<file path="src/design/nsx_pkg.sv">
// package for the nibble swap and pointer subtract execution block
package nsx_pkg;
	localparam int unsigned NSX_DATA_W = 8;
	localparam int unsigned NSX_PTR_W = 12;
	localparam int unsigned NSX_ADDR_W = 12;
	// opcode prefixes
	localparam logic [5:0] NSX_SWAP_PREFIX = 6'h0e;
	localparam logic [7:0] NSX_SUBP_PREFIX = 8'he9;
	localparam logic [1:0] NSX_SUBP_NO_PTR = 2'h3;
	localparam int unsigned NSX_LIT_W = 6;
	// encoding field positions
	localparam int unsigned NSX_D_BIT = 9;
	localparam int unsigned NSX_A_BIT = 8;
	// indexed literal offset limit and access bank split
	localparam logic [7:0] NSX_IDX_MAX = 8'h5f;
	localparam logic [7:0] NSX_ACC_SPLIT = 8'h80;
	localparam logic [3:0] NSX_SFR_BANK = 4'hf;
	localparam logic [3:0] NSX_ACC_BANK = 4'h0;
	localparam logic [1:0] NSX_IDX_PTR = 2'h2;
	localparam logic [1:0] NSX_PTR_CNT = 2'h3;

	typedef enum logic [1:0] {
		NSX_Q1,
		NSX_Q2,
		NSX_Q3,
		NSX_Q4
	} nsx_phase_t;

	// file register write request
	typedef struct packed {
		logic en;
		logic [NSX_ADDR_W-1:0] addr;
		logic [NSX_DATA_W-1:0] data;
	} nsx_fwr_t;
endpackage : nsx_pkg

</file>
<file path="src/design/nsx_exec.sv">
// execution core for nibble swap and pointer literal subtract
//
// Functional notes
// - nibble_swap_op exchanges upper and lower nibbles
// - d=0 writes working register, d=1 file
// - a=0 access bank, a=1 bank_select_reg bank
// - extended set, a=0, f<=95: indexed literal offset
// - subtract 6-bit literal from selected indirect_pointer_reg
module nsx_exec
	import nsx_pkg::*;
(
	// clock and reset
	input wire logic i_clk_sys,
	input wire logic i_reset,
	// instruction stream, one word per instruction cycle
	input wire logic [15:0] i_instr,
	input wire logic i_ext_set_en,
	input wire logic [3:0] i_bank_select_reg,
	// file operand read data
	input wire logic [NSX_DATA_W-1:0] i_file_rdata,
	// file access
	output logic [NSX_ADDR_W-1:0] o_file_addr,
	output logic o_file_rd,
	output nsx_fwr_t o_file_wr,
	// architectural state
	output logic [NSX_DATA_W-1:0] o_wreg,
	output logic [NSX_PTR_W-1:0] o_ptr0,
	output logic [NSX_PTR_W-1:0] o_ptr1,
	output logic [NSX_PTR_W-1:0] o_ptr2,
	output logic [4:0] o_status,
	output nsx_phase_t o_phase
);

	////////////////////////////////////////////////////////////////////////////
	// decode helpers

	function automatic logic is_swap(input logic [15:0] w);
		return w[15:10] == NSX_SWAP_PREFIX;
	endfunction

	function automatic logic is_subp(input logic [15:0] w);
		return (w[15:8] == NSX_SUBP_PREFIX) && (w[7:6] != NSX_SUBP_NO_PTR);
	endfunction

	////////////////////////////////////////////////////////////////////////////
	// phase counter and latched instruction

	nsx_phase_t phase_q;
	logic [15:0] ir_q;
	logic [NSX_DATA_W-1:0] opnd_q;
	logic [NSX_DATA_W-1:0] res_q;
	logic [NSX_PTR_W-1:0] ptr_q [3];
	logic [NSX_PTR_W-1:0] pres_q;
	logic [NSX_ADDR_W-1:0] addr_d;

	always_ff @(posedge i_clk_sys)
	begin
		if (i_reset)
			phase_q <= NSX_Q1;
		else
			case (phase_q)
				NSX_Q1: phase_q <= NSX_Q2;
				NSX_Q2: phase_q <= NSX_Q3;
				NSX_Q3: phase_q <= NSX_Q4;
				default: phase_q <= NSX_Q1;
			endcase
	end

	always_ff @(posedge i_clk_sys)
	begin
		if (i_reset)
			ir_q <= 16'h0000;
		else if (phase_q == NSX_Q1)
			ir_q <= i_instr;
	end

	////////////////////////////////////////////////////////////////////////////
	// file address resolution

	always_comb
	begin
		if (!ir_q[NSX_A_BIT] && i_ext_set_en && ir_q[7:0] <= NSX_IDX_MAX)
			addr_d = ptr_q[NSX_IDX_PTR] + {4'h0, ir_q[7:0]};
		else if (!ir_q[NSX_A_BIT])
			addr_d = {(ir_q[7:0] >= NSX_ACC_SPLIT) ? NSX_SFR_BANK : NSX_ACC_BANK,
				ir_q[7:0]};
		else
			addr_d = {i_bank_select_reg, ir_q[7:0]};
	end

	always_ff @(posedge i_clk_sys)
	begin
		if (i_reset)
		begin
			o_file_addr <= 12'h000;
			o_file_rd <= 1'b0;
		end
		else
		begin
			o_file_addr <= addr_d;
			o_file_rd <= (phase_q == NSX_Q1) ? 1'b0 : (phase_q == NSX_Q2) && is_swap(ir_q);
		end
	end

	////////////////////////////////////////////////////////////////////////////
	// read, process

	always_ff @(posedge i_clk_sys)
	begin
		if (i_reset)
			opnd_q <= 8'h00;
		else if (phase_q == NSX_Q2)
			opnd_q <= i_file_rdata;
	end

	always_ff @(posedge i_clk_sys)
	begin
		if (i_reset)
			res_q <= 8'h00;
		else if (phase_q == NSX_Q3)
			res_q <= {opnd_q[3:0], opnd_q[7:4]};
	end

	// only a valid pointer field indexes the array; field 3 would read past its end
	always_ff @(posedge i_clk_sys)
	begin
		if (i_reset)
			pres_q <= 12'h000;
		else if (phase_q == NSX_Q3 && is_subp(ir_q))
			pres_q <= ptr_q[ir_q[7:6]] - {6'h00, ir_q[5:0]};
	end

	////////////////////////////////////////////////////////////////////////////
	// write destination

	always_ff @(posedge i_clk_sys)
	begin
		if (i_reset)
			o_wreg <= 8'h00;
		else if (phase_q == NSX_Q4 && is_swap(ir_q) && !ir_q[NSX_D_BIT])
			o_wreg <= res_q;
	end

	always_ff @(posedge i_clk_sys)
	begin
		if (i_reset)
			o_file_wr <= '0;
		else
		begin
			o_file_wr.en <= (phase_q == NSX_Q4) && is_swap(ir_q) && ir_q[NSX_D_BIT];
			o_file_wr.addr <= addr_d;
			o_file_wr.data <= res_q;
		end
	end

	for (genvar gi = 0; gi < NSX_PTR_CNT; gi++)
	begin : g_ptr
		always_ff @(posedge i_clk_sys)
		begin
			if (i_reset)
				ptr_q[gi] <= 12'h000;
			else if (phase_q == NSX_Q4 && is_subp(ir_q) && ir_q[7:6] == 2'(gi))
				ptr_q[gi] <= pres_q;
		end
	end

	always_ff @(posedge i_clk_sys)
	begin
		if (i_reset)
			o_status <= 5'h00;
		else
			o_status <= o_status;
	end

	always_ff @(posedge i_clk_sys)
	begin
		if (i_reset)
			o_phase <= NSX_Q1;
		else
			o_phase <= phase_q;
	end

	assign o_ptr0 = ptr_q[0];
	assign o_ptr1 = ptr_q[1];
	assign o_ptr2 = ptr_q[2];
endmodule // nsx_exec

</file>
<file path="config.mk">
export PLATFORM = sky130hd
export DESIGN_NAME = nsx_exec
export DESIGN_NICKNAME = d
export VERILOG_FILES = /design/src/design/nsx_pkg.sv /design/src/design/nsx_exec.sv
export SDC_FILE = /design/constraint.sdc
export NUM_CORES = 1
export LEC_CHECK = 0
export BUFFER_PORTS_ARGS = -buffer_cell sky130_fd_sc_hd__buf_2
export CORE_MARGIN = 8
export CORE_UTILIZATION = 49
export DETAILED_ROUTE_END_ITERATION = 10
export PLACE_DENSITY_LB_ADDON = 0.25
export SLEW_MARGIN = 30
export SYNTH_ARGS = -nofsm -noshare
export SYNTH_HDL_FRONTEND = slang
export SYNTH_SLANG_ARGS = --single-unit
</file>
<file path="constraint.sdc">
create_clock -name i_clk_sys -period 2.5 [get_ports i_clk_sys]
set_clock_uncertainty 0.05 [all_clocks]
set_input_delay 0.5 -clock i_clk_sys [delete_from_list [all_inputs] [get_ports i_clk_sys]]
set_output_delay 0.5 -clock i_clk_sys [all_outputs]
set_load 0.05 [all_outputs]
</file>
==> run summary, run 1 <==
The flow ran to the end, and the final reports show no timing, DRC or antenna violations. For the later-pin clock latency in the skew report, the log shows 0.51 ns. TritonCTS created 17 clock buffers. Once detail routing completed, the nets flagged for antenna violations numbered 0. At the end of routability-driven placement, the weighted congestion stood at 0.8448. STA classifies the critical path startpoint as a register. The worst hold path was traced through 3 stages. In this run the clock root is driven by a sky130_fd_sc_hd__clkbuf_8.

For the number of global-route vias before repair, the log shows 4,162. The floorplan has 38 rows. The clock period minus worst slack came out at 2.311 ns. For the post-CTS resize count, the log shows 1.

Area of the core region: 10,750 um^2. The logs give 0 for the count of final hold-check violations and 285 for the DRC violation total after the first TritonRoute iteration. The worst register-to-register path has a depth of 9. Port buffering added 110 buffers.

The library cells used most frequently in the layout, excluding fill and tap cells, are sky130_fd_sc_hd__buf_2, sky130_fd_sc_hd__dfxtp_1, sky130_fd_sc_hd__nor2_1. The area growth from synthesis to layout is 22.76%. After layout, the worst path uses 92.46% of the clock period. The first global-routing pass estimated 21,120 um of wire.

The initial antenna violation count is 0, and the top fanout value on the critical path is 3. The total count of max-transition violations in the final report was 0; the share of flip-flops with an asynchronous set or reset was 0%. The total design power was 6.868 mW; the number of flops mapped to enable cells by yosys was 36. The run gives 2.969 nW as the leakage power.

The most common library cell in the layout ignoring fill and taps is sky130_fd_sc_hd__buf_2. The die covers 14,550 um^2. The number of top-level pins was 116; the global-route usage over all layers was 18.34%.

After filler insertion, the fill cell instance count of the layout stands at 928. The y dimension of the die came out at 120.6 um. The required time at the endpoint of the critical path came out at 2.90 ns. The ratio of routed vias to standard cells is 5.220, and the H-tree depth is 4. The tools report the number of setup buffers added after CTS as 0. The total wire length was 13,110 um. TritonCTS built the clock tree.

The fraction of layout cells with a size suffix above 1 came out at 27.30%. The tools report the nature of the critical path endpoint as a register. The achievable frequency was 432.6 MHz. The net count of the finished layout is 680. The non-filler instance count after layout is 781. Power spread over the standard cell area amounts to 1043 nW/um^2. In this run the worst hold path is classified as primary input to register. The run gives 5 as the total iterations of the first detailed-routing run. The clock transition at the register clock pins on the worst setup and hold paths after CTS was 0.06 ns; the flip-flop and latch count after synthesis was 116. STA puts the critical path data arrival time at 2.72 ns.

Number of antenna cells inserted: 0. The HPWL after detailed placement is 9544 um. The final route contains 4,077 vias. The tools report the relative slew slack as 59.42%. The worst setup path is of the register to register kind. The clock drives 116 sinks. The combined area of the multi-input logic cells is 2417 um^2.

After detailed placement, the design holds a cell count of 750. The residual DRC count was 0; the die extent in x was 120.6 um. The cell count after synthesis is 522, and the number of warnings issued by yosys is 0. Across the run, the number of max-cap violations was 0. The tools report the effective utilization at floorplan as 49.93%. Average cell area after synthesis: 10.28 um^2. The maximum count of clock buffers along a single path was 2. Worst hold slack after final layout: 0.1698 ns.

Setup repair after global routing left no endpoint under its margin. The number of hold buffers added after CTS was 0. The logs give 0.5250 mV for the highest ir drop seen on vdd and 0 for the total overflow reported by the global router.

The sequential share of the synthesized area was 50.00%; the average detailed-routed wire length per instance was 16.78 um. The number of different library cells used by synthesis comes to 56. The actual transition at the worst max-transition pin came out at 0.6070 ns. The tools report the share of the core filled with cells as 61.29%. The mapped netlist covers 5365 um^2. The register cell area after layout came out at 2688 um^2. The total of endpoints with negative setup slack in the final report was 0. Entering global routing, the biggest net connects 38 pins. The dominant register cell in the synthesized netlist was sky130_fd_sc_hd__dfxtp_1. The total negative setup slack came out at 0 ns.
## cells in the mapped netlist, drive strengths merged, types with 6 or more instances
library cell  count  area, um^2
dfxtp            80        1602
nor2             73       274.0
mux2i            57       570.6
and2             36       225.2
edfxtp           36        1081
buf              27       183.9
a21oi            22       110.1
nand2            21       78.83
o21ai            20       100.1
ha               18       225.2
clkbuf           16       61.30
nor2b            16       100.1
inv              14       52.55
nor3             11       60.06
nand3             7       35.03
xnor2             7       61.31
a211oi            6       45.04
o21a              6       45.04
## stage by stage
stage          cell area [um^2]  setup slack [ns]
2_1_floorplan              5381           0.04574
3_3_place_gp               5993            0.1236
3_5_place_dp               5993           0.01386
4_1_cts                    6570           0.07779
5_1_grt                    6586           0.01908
6_report                   6586            0.1886
## routing by layer
layer / up-vias / GRT usage [%] / wire length (um)
met4: 0 / 9.446 / 291
met3: 23 / 5.035 / 851
met5: - / 0 / 0
met1: 1923 / 22.24 / 5699
li1: 2005 / - / -
met2: 126 / 29.32 / 6266
## sequential cells by signal, summed over array words and instances, names as in the netlist, named ones only
signal	flops
res_q	8
opnd_q	8
o_file_wr	21
phase_q	2
pres_q	12
ir_q	16
o_wreg	8
o_phase	2
o_file_rd	1
ptr_q	36
## cells by family after synthesis
family / after synthesis / share of synthesized area, %
AOI/OAI and AO/OA: 70 / 7.859
xor gates and xnor gates: 12 / 1.959
adders and majority gates: 20 / 4.944
buffers and inverters: 57 / 5.550
DFF: 116 / 50.00
muxes: 61 / 11.47
other: 1 / 0.06990
and+or+nand+nor: 185 / 18.14
## power breakdown
group | leakage [nW] | internal, mW | total [mW] | switching [mW]
registers | 1.02 | 2.16 | 2.36 | 0.197
logic | 1.66 | 0.808 | 2.19 | 1.38
clock network | 0.283 | 1.47 | 2.32 | 0.859
## layout make-up
class                      count  share of cell area [%]
clock buffer                  22                   7.371
sequential                   116                   40.81
multi-input combinational    353                   36.70
inverter                      14                  0.7979
timing repair buffer         127                   10.30
tap                          140                   2.660
clock inverter                 9                   1.368
## path summary, 6_finish.rpt
check / start / endpoint / slack, ns
hold reg to reg: res_q[5] / o_file_wr[5] / 0.44
setup reg to reg: ptr_q[2][0] / o_file_wr[14] / 0.19
setup / recovery: ptr_q[2][0] / o_file_wr[14] / 0.19
hold / removal: i_instr[1] / ir_q[1] / 0.17
## worst max-delay path, stage by stage, from the launching register on
cell	delay (ns)
sky130_fd_sc_hd__edfxtp_1	0.45
sky130_fd_sc_hd__ha_1	0.22
sky130_fd_sc_hd__inv_1	0.07
sky130_fd_sc_hd__fa_1	0.38
sky130_fd_sc_hd__nor2b_1	0.16
sky130_fd_sc_hd__o21a_1	0.19
sky130_fd_sc_hd__o21a_1	0.15
sky130_fd_sc_hd__o21ai_0	0.09
sky130_fd_sc_hd__or4_1	0.41
sky130_fd_sc_hd__nand3_1	0.09
Power figures use the tool's default switching activity.
==> inputs of run 2 (changes only) <==
--- a/config.mk
+++ b/config.mk
@@ -7,7 +7,7 @@
 export LEC_CHECK = 0
 export BUFFER_PORTS_ARGS = -buffer_cell sky130_fd_sc_hd__buf_2
 export CORE_MARGIN = 8
-export CORE_UTILIZATION = 49
+export CORE_UTILIZATION = 58
 export DETAILED_ROUTE_END_ITERATION = 10
 export PLACE_DENSITY_LB_ADDON = 0.25
 export SLEW_MARGIN = 30
==> constraint.sdc (replaced) <==
create_clock -name i_clk_sys -period 2.74 [get_ports i_clk_sys]
set_clock_uncertainty 0.05 [all_clocks]
set_input_delay 0.548 -clock i_clk_sys [delete_from_list [all_inputs] [get_ports i_clk_sys]]
set_output_delay 0.548 -clock i_clk_sys [all_outputs]
set_load 0.05 [all_outputs]
==> run 2 against run 1 <==
Die area is 14% lower. Sequential power is 9.3% lower. Count of clock-buffer cells in the layout is 4 higher. Clock power is 6% lower. Worst setup slack better by 0.066 ns. Final area is 0.55% lower. Via count is 0.17% higher. Sequential share of layout area is 0.15 points higher. Routed wire length is 0.44% lower. Worst hold slack better by 0.058 ns. First-iteration DRC count is 39% lower. Total power is 8.3% lower. Critical endpoint is now pres_q[9]. Largest power group is now clock. Highest routed layer unchanged.
==> run summary, run 2 (synthesis gave the netlist of run 1 again) <==
The run finished with clean final reports. The fill cell total of the finished layout was 669; the number of violations of the max-capacitance limit was 0. Maximum count of clock buffers along a single path: 2. For the number of global-route vias before repair, the log shows 4,219. The path class of the lowest-slack min-delay path is primary input to register.

The TritonCTS sink count came out at 116. Worst setup path category: register to register. Counting cells, the worst reg-to-reg path comes to 11.

STA classifies the critical path endpoint as a register. After detailed routing, the total wire length is 13,050 um. The final layout contains 679 nets.

The run gives 5574 um as the routed length on met1. The floorplan has 35 rows. The wire length on met2 came out at 6541 um.

The y dimension of the die is 112.2 um, and the total of endpoints with negative setup slack in the final report is 0. The total count of max-transition violations in the final report is 0. The tools report the initial antenna violation count as 0. Entering global routing, the biggest net connects 29 pins. The run gives 58.90% as the effective utilization at floorplan.

The number of placed instances, taps included, is 720. Measured along the x axis, the die boundary spans 112.2 um. For the final routed database, the setup TNS stands at 0 ns. After detailed routing, the number of remaining DRC violations is 0. The non-filler instance count after layout came out at 751. Setup repair after global routing left no endpoint under its margin.

0 antenna diodes ended up in the layout. After floorplanning, the core was sized to cover 9109 um^2. The largest registers in the layout are ptr_q (36), o_file_wr (21), ir_q (16). STA classifies the critical path startpoint as a register. In this run the static leakage power is 2.969 nW. The share of the core filled with cells came out at 71.91%.

The detail route stage leaves a number of antenna-violating nets equal to 0. Buffers placed on the I/O ports in this run total 110. TritonCTS created 17 clock buffers. From synthesis to final layout, the design area changed by 22.08%. The run gives 0 as the number of buffers inserted for hold repair after clock tree synthesis. For this run, the top clock speed supported by timing is 402.3 MHz. The floorplan step defined a die boundary enclosing 12,580 um^2. The first detailed-routing pass ran for 4 iterations. For the detailed-routed wire length on met3, the log shows 763 um.

The cell sitting at the root of the clock tree is a sky130_fd_sc_hd__clkbuf_8. After detailed routing, the average wire length per cell comes to 17.38 um. The wire length of the first global-routing pass came out at 21,140 um.

The fraction of layout cells with a size suffix above 1 was 26.25%; the half-perimeter wire length after detailed placement was 9300 um. Global-route usage over all layers: 20.97%. After global routing the overflow that remains totals 0. The clock period minus worst slack came out at 2.486 ns. 116 I/O pins were placed. TritonCTS built the clock tree.

The power density over the cells is 961.4 nW/um^2, and the number of cells traversed by the worst hold path is 3. The flip-flop count of the largest register, all copies and words added was 36. The final route contains 4,084 vias. IR analysis of the VDD net gives a maximum drop of 0.6036 mV.

The most common library cell in the layout ignoring fill and taps was sky130_fd_sc_hd__buf_2. Hold is met by 0.2280 ns. Gates resized during post-CTS repair numbered 0. The count of final hold-check violations was 0. Ranked by flip-flop count, first place goes to ptr_q.

The tools report the global placer's final weighted congestion as 0.8735. After detailed routing, no signal wire sits above met4. For the worst setup path, the data required time is 3.07 ns. After clock tree synthesis, the clock-pin slew on the worst setup and hold paths is 0.06 ns. Leaving out fill and tap cells, the most frequent cells in the layout are sky130_fd_sc_hd__buf_2, sky130_fd_sc_hd__dfxtp_1, sky130_fd_sc_hd__nor2_1. H-tree depth: 4. After detailed routing, the number of vias per cell comes to 5.438. Post-CTS timing repair inserted 0 buffers for setup. The later-pin clock latency in the skew report came out at 0.51 ns. The share of the clock period used by the worst path was 90.71%; the DRC violation total after the first TritonRoute iteration was 175. The top fanout value on the critical path came out at 5. Total design power: 6.297 mW. For the pin with the worst max-slew slack, the measured transition is 0.6658 ns. The tools report the relative slew slack as 55.61%. At the worst endpoint, the arrival time is 2.82 ns.
[run 2: report_power, final]
group          leakage [nW]  switching (mW)  internal, mW
Sequential             1.02           0.171          1.97
Combinational          1.66            1.26         0.720
Clock                 0.289           0.743          1.43
Total                  2.97            2.18          4.12
[run 2: worst max-delay path, stage by stage (launching register included)]
cell	delay, ns
sky130_fd_sc_hd__dfxtp_1	0.36
sky130_fd_sc_hd__buf_4	0.17
sky130_fd_sc_hd__mux2i_1	0.19
sky130_fd_sc_hd__o21a_1	0.17
sky130_fd_sc_hd__inv_1	0.07
sky130_fd_sc_hd__ha_1	0.27
sky130_fd_sc_hd__nor2b_1	0.16
sky130_fd_sc_hd__o31ai_1	0.21
sky130_fd_sc_hd__a21oi_1	0.17
sky130_fd_sc_hd__nor3_1	0.25
sky130_fd_sc_hd__xor2_1	0.20
sky130_fd_sc_hd__a21oi_1	0.09
[run 2: layout make-up]
class / instances / area, um^2 / area share [%]
Clock buffer: 26 / 541.8 / 8.271
Timing Repair Buffer: 126 / 670.6 / 10.24
Clock inverter: 5 / 58.81 / 0.8978
Tap cell: 111 / 138.9 / 2.120
Inverter: 14 / 52.55 / 0.8023
Sequential cell: 116 / 2683 / 40.96
Multi-Input combinational cell: 353 / 2405 / 36.71
[run 2: final timing paths]
kind                                       from  slack, ns      endpoint
worst max-delay path                   register       0.25     pres_q[9]
worst max register to register         register       0.25     pres_q[9]
worst min-delay path            i_file_rdata[3]       0.23     opnd_q[3]
worst min register to register         res_q[7]       0.44  o_file_wr[7]
[run 2: stage by stage]
| stage | setup slack (ns) | area (um^2) |
|---|---|---|
| floorplan | 0.01723 | 5380 |
| global placement | 0.3879 | 5949 |
| detailed placement | 0.3266 | 5949 |
| CTS | 0.2566 | 6550 |
| global route | 0.01669 | 6550 |
| finish | 0.2544 | 6550 |
[run 2: metal layers]
metal	global-route usage, %	vias up
met5	0	-
met4	7.734	0
met3	6.871	18
met2	35.97	125
met1	23.84	1946
li1	-	1995
==> inputs of run 3 (changes only) <==
--- a/config.mk
+++ b/config.mk
@@ -7,7 +7,8 @@
 export LEC_CHECK = 0
 export BUFFER_PORTS_ARGS = -buffer_cell sky130_fd_sc_hd__buf_2
 export CORE_MARGIN = 8
-export CORE_UTILIZATION = 58
+export CORE_UTILIZATION = 54
+export CTS_CLUSTER_SIZE = 14
 export DETAILED_ROUTE_END_ITERATION = 10
 export PLACE_DENSITY_LB_ADDON = 0.25
 export SLEW_MARGIN = 30
==> constraint.sdc (replaced) <==
create_clock -name i_clk_sys -period 2.77 [get_ports i_clk_sys]
set_clock_uncertainty 0.05 [all_clocks]
set_input_delay 0.554 -clock i_clk_sys [delete_from_list [all_inputs] [get_ports i_clk_sys]]
set_output_delay 0.554 -clock i_clk_sys [all_outputs]
set_load 0.05 [all_outputs]
==> run 3 against run 2 <==
Die area grew 6.3%. Routed wire length rose by 0.90%. Worst setup slack improved by 0.038 ns. Critical path type unchanged.
==> run summary, run 3 (synthesis gave the netlist of run 1 again) <==
The largest registers in the layout are ptr_q (36), o_file_wr (21), ir_q (16). Setup repair after global routing left no endpoint under its margin. In this run the most critical hold path is launched from i_file_rdata[6].

0 antenna diodes ended up in the layout. The relative slew slack is 53.55%, and the worst hold slack after final layout is 0.2228 ns. The maximum count of clock buffers along a single path is 2. For the total iterations of the first detailed-routing run, the log shows 5. The pin count of the biggest net entering global routing came out at 56. Buffers placed on the I/O ports in this run total 110. The total wire length is 13,170 um, and the initial antenna violation count is 0. Power density over the cells: 945.4 nW/um^2. The flip-flop count of the largest register, all copies and words added was 36; the number of violations of the max-capacitance limit was 0. The run gives 0 as the post-CTS resize count. At the later pin of the worst-skew pair, clock insertion delay measures 0.52 ns. The run gives 2.86 ns as the data arrival time at the worst-slack endpoint.

The total design power was 6.167 mW. Dividing the detail-routed wire length by the instance count gives 17.10 um. The first global-routing pass estimated 20,580 um of wire. The number of cells traversed by the worst hold path is 3, and the residual DRC count is 0. In the finished design, the share of the clock period the worst path needs comes to 89.46%. VDD sags by at most 0.4754 mV. Actual transition at the worst max-transition pin: 0.6967 ns. The routed layout has 4,127 vias.

For the number of top-level pins, the log shows 116. In this run the clock root is driven by a sky130_fd_sc_hd__clkbuf_8. Timing would allow up to 403.6 MHz. Summing all flip-flop and latch instances after layout gives 2684 um^2. Global routing used 19.81% of the available tracks.

The length in cells of the worst reg-to-reg path was 9; the placed instance area was 5954 um^2. The run gives 209 as the DRC violation total after the first TritonRoute iteration. The post-route netlist has 26.06% of its cells at a drive strength greater than 1. The total count of max-transition violations in the final report is 0. The library cell used most frequently in the layout, excluding fill and tap cells, is sky130_fd_sc_hd__buf_2. The number of hold buffers added after CTS was 0.

More flip-flops sit in one register than any other, and that register is ptr_q. In this run the critical register-to-register path is captured at pres_q[6]. The relative area change from synthesis to final layout is 21.57%, and the effective utilization at floorplan is 55.14%. In this run the static leakage power is 2.944 nW. The fill cell total of the finished layout came out at 781. The run gives 4 as the H-tree depth. The clock transition at the register clock pins on the worst setup and hold paths after CTS came out at 0.06 ns. The post-placement cell count is 739, and the final instance area is 6523 um^2. In the final layout, the multi-input gates occupy 2405 um^2. Path class of the lowest-slack min-delay path: primary input to register. The run gives 4,171 as the number of global-route vias before repair.

TritonCTS built the clock tree. Along the worst path, the maximum fanout reaches 13. The area of the core region was 9729 um^2; the y dimension of the die was 115.7 um. The critical path in this run is classified as register to register. Critical path startpoint category: a register. The die extent in x is 115.7 um. The flow ran to the end, and the final reports show no timing, DRC or antenna violations. The clock period minus worst slack is 2.478 ns, and the half-perimeter wire length after detailed placement is 9536 um. The tools report the worst-case hold path end point as opnd_q[6]. The CTS buffer count is 17, and the die footprint is 13,380 um^2. Adding up every negative setup slack in the final design gives 0 ns. For this design, the sink count on the clock tree is 116. Nature of the critical path endpoint: a register. The run gives 0 as the number of setup buffers added after CTS.

At the end of routability-driven placement, the weighted congestion stood at 0.8929. The ratio of routed vias to standard cells works out to 5.360. The logs give 0 for the total overflow reported by the global router and 0 for the total of endpoints with negative setup slack in the final report. The floorplan has 36 rows. The logs give 3.16 ns for the required time at the endpoint of the critical path and 770 for the non-filler instance count after layout. The number of nets with antenna violations after routing came out at 0. The worst register-to-register path has a setup slack of 0.29 ns.

In the layout the commonest cells are sky130_fd_sc_hd__buf_2, sky130_fd_sc_hd__dfxtp_1, sky130_fd_sc_hd__nor2_1. The logs give 676 for the number of nets in the finished design and 0 for the count of final hold-check violations.
run 3: report_power, final:
group | internal (mW) | switching, mW | total [mW]
Clock | 1.35 | 0.746 | 2.09
Combinational | 0.706 | 1.23 | 1.93
Sequential | 1.95 | 0.192 | 2.14
Total | 4.00 | 2.17 | 6.17
run 3: stage by stage:
step	setup slack, ns	utilization [%]
3_3_place_gp	0.4120	61.20
4_1_cts	0.1956	67.03
5_1_grt	0.02374	67.04
3_5_place_dp	0.2463	61.20
2_1_floorplan	0.04723	-
6_report	0.2920	67.04
run 3: worst max path at each step:
stage | startpoint | end | slack (ns) | cells past startpoint
final | register | pres_q[6] | 0.29 | 9
after global routing | register | pres_q[8] | 0.02 | 11
after CTS | register | pres_q[6] | 0.20 | 11
after detailed placement | register | pres_q[6] | 0.25 | 11
after global placement | register | pres_q[6] | 0.41 | 11
after floorplan | ir_q[10] | ptr_q[0][0] | 0.05 | 4
run 3: cell type report:
| cell class | instances | area share (%) |
|---|---|---|
| clock inverters | 8 | 1.535 |
| multi-input cells | 353 | 36.87 |
| well taps | 133 | 2.551 |
| repair buffers | 123 | 9.937 |
| clock buffers | 23 | 7.155 |
| inverters | 14 | 0.8057 |
| flip-flops and latches | 116 | 41.15 |
run 3: critical path, cell delays in order (launching register included):
cell	delay [ns]
sky130_fd_sc_hd__dfxtp_1	0.55
sky130_fd_sc_hd__a21oi_1	0.14
sky130_fd_sc_hd__ha_1	0.24
sky130_fd_sc_hd__fa_1	0.43
sky130_fd_sc_hd__nor2b_1	0.15
sky130_fd_sc_hd__o21ai_0	0.12
sky130_fd_sc_hd__a21oi_1	0.25
sky130_fd_sc_hd__nor2_1	0.09
sky130_fd_sc_hd__xor2_1	0.15
sky130_fd_sc_hd__a211oi_1	0.22
run 3: routing by layer:
metal,global-route usage (%),wire length [um],vias to the layer above
met5,0,0,-
met4,9.334,314,0
met3,6.357,944,26
met2,33.72,6452,142
met1,22.09,5457,1960
li1,-,-,1999
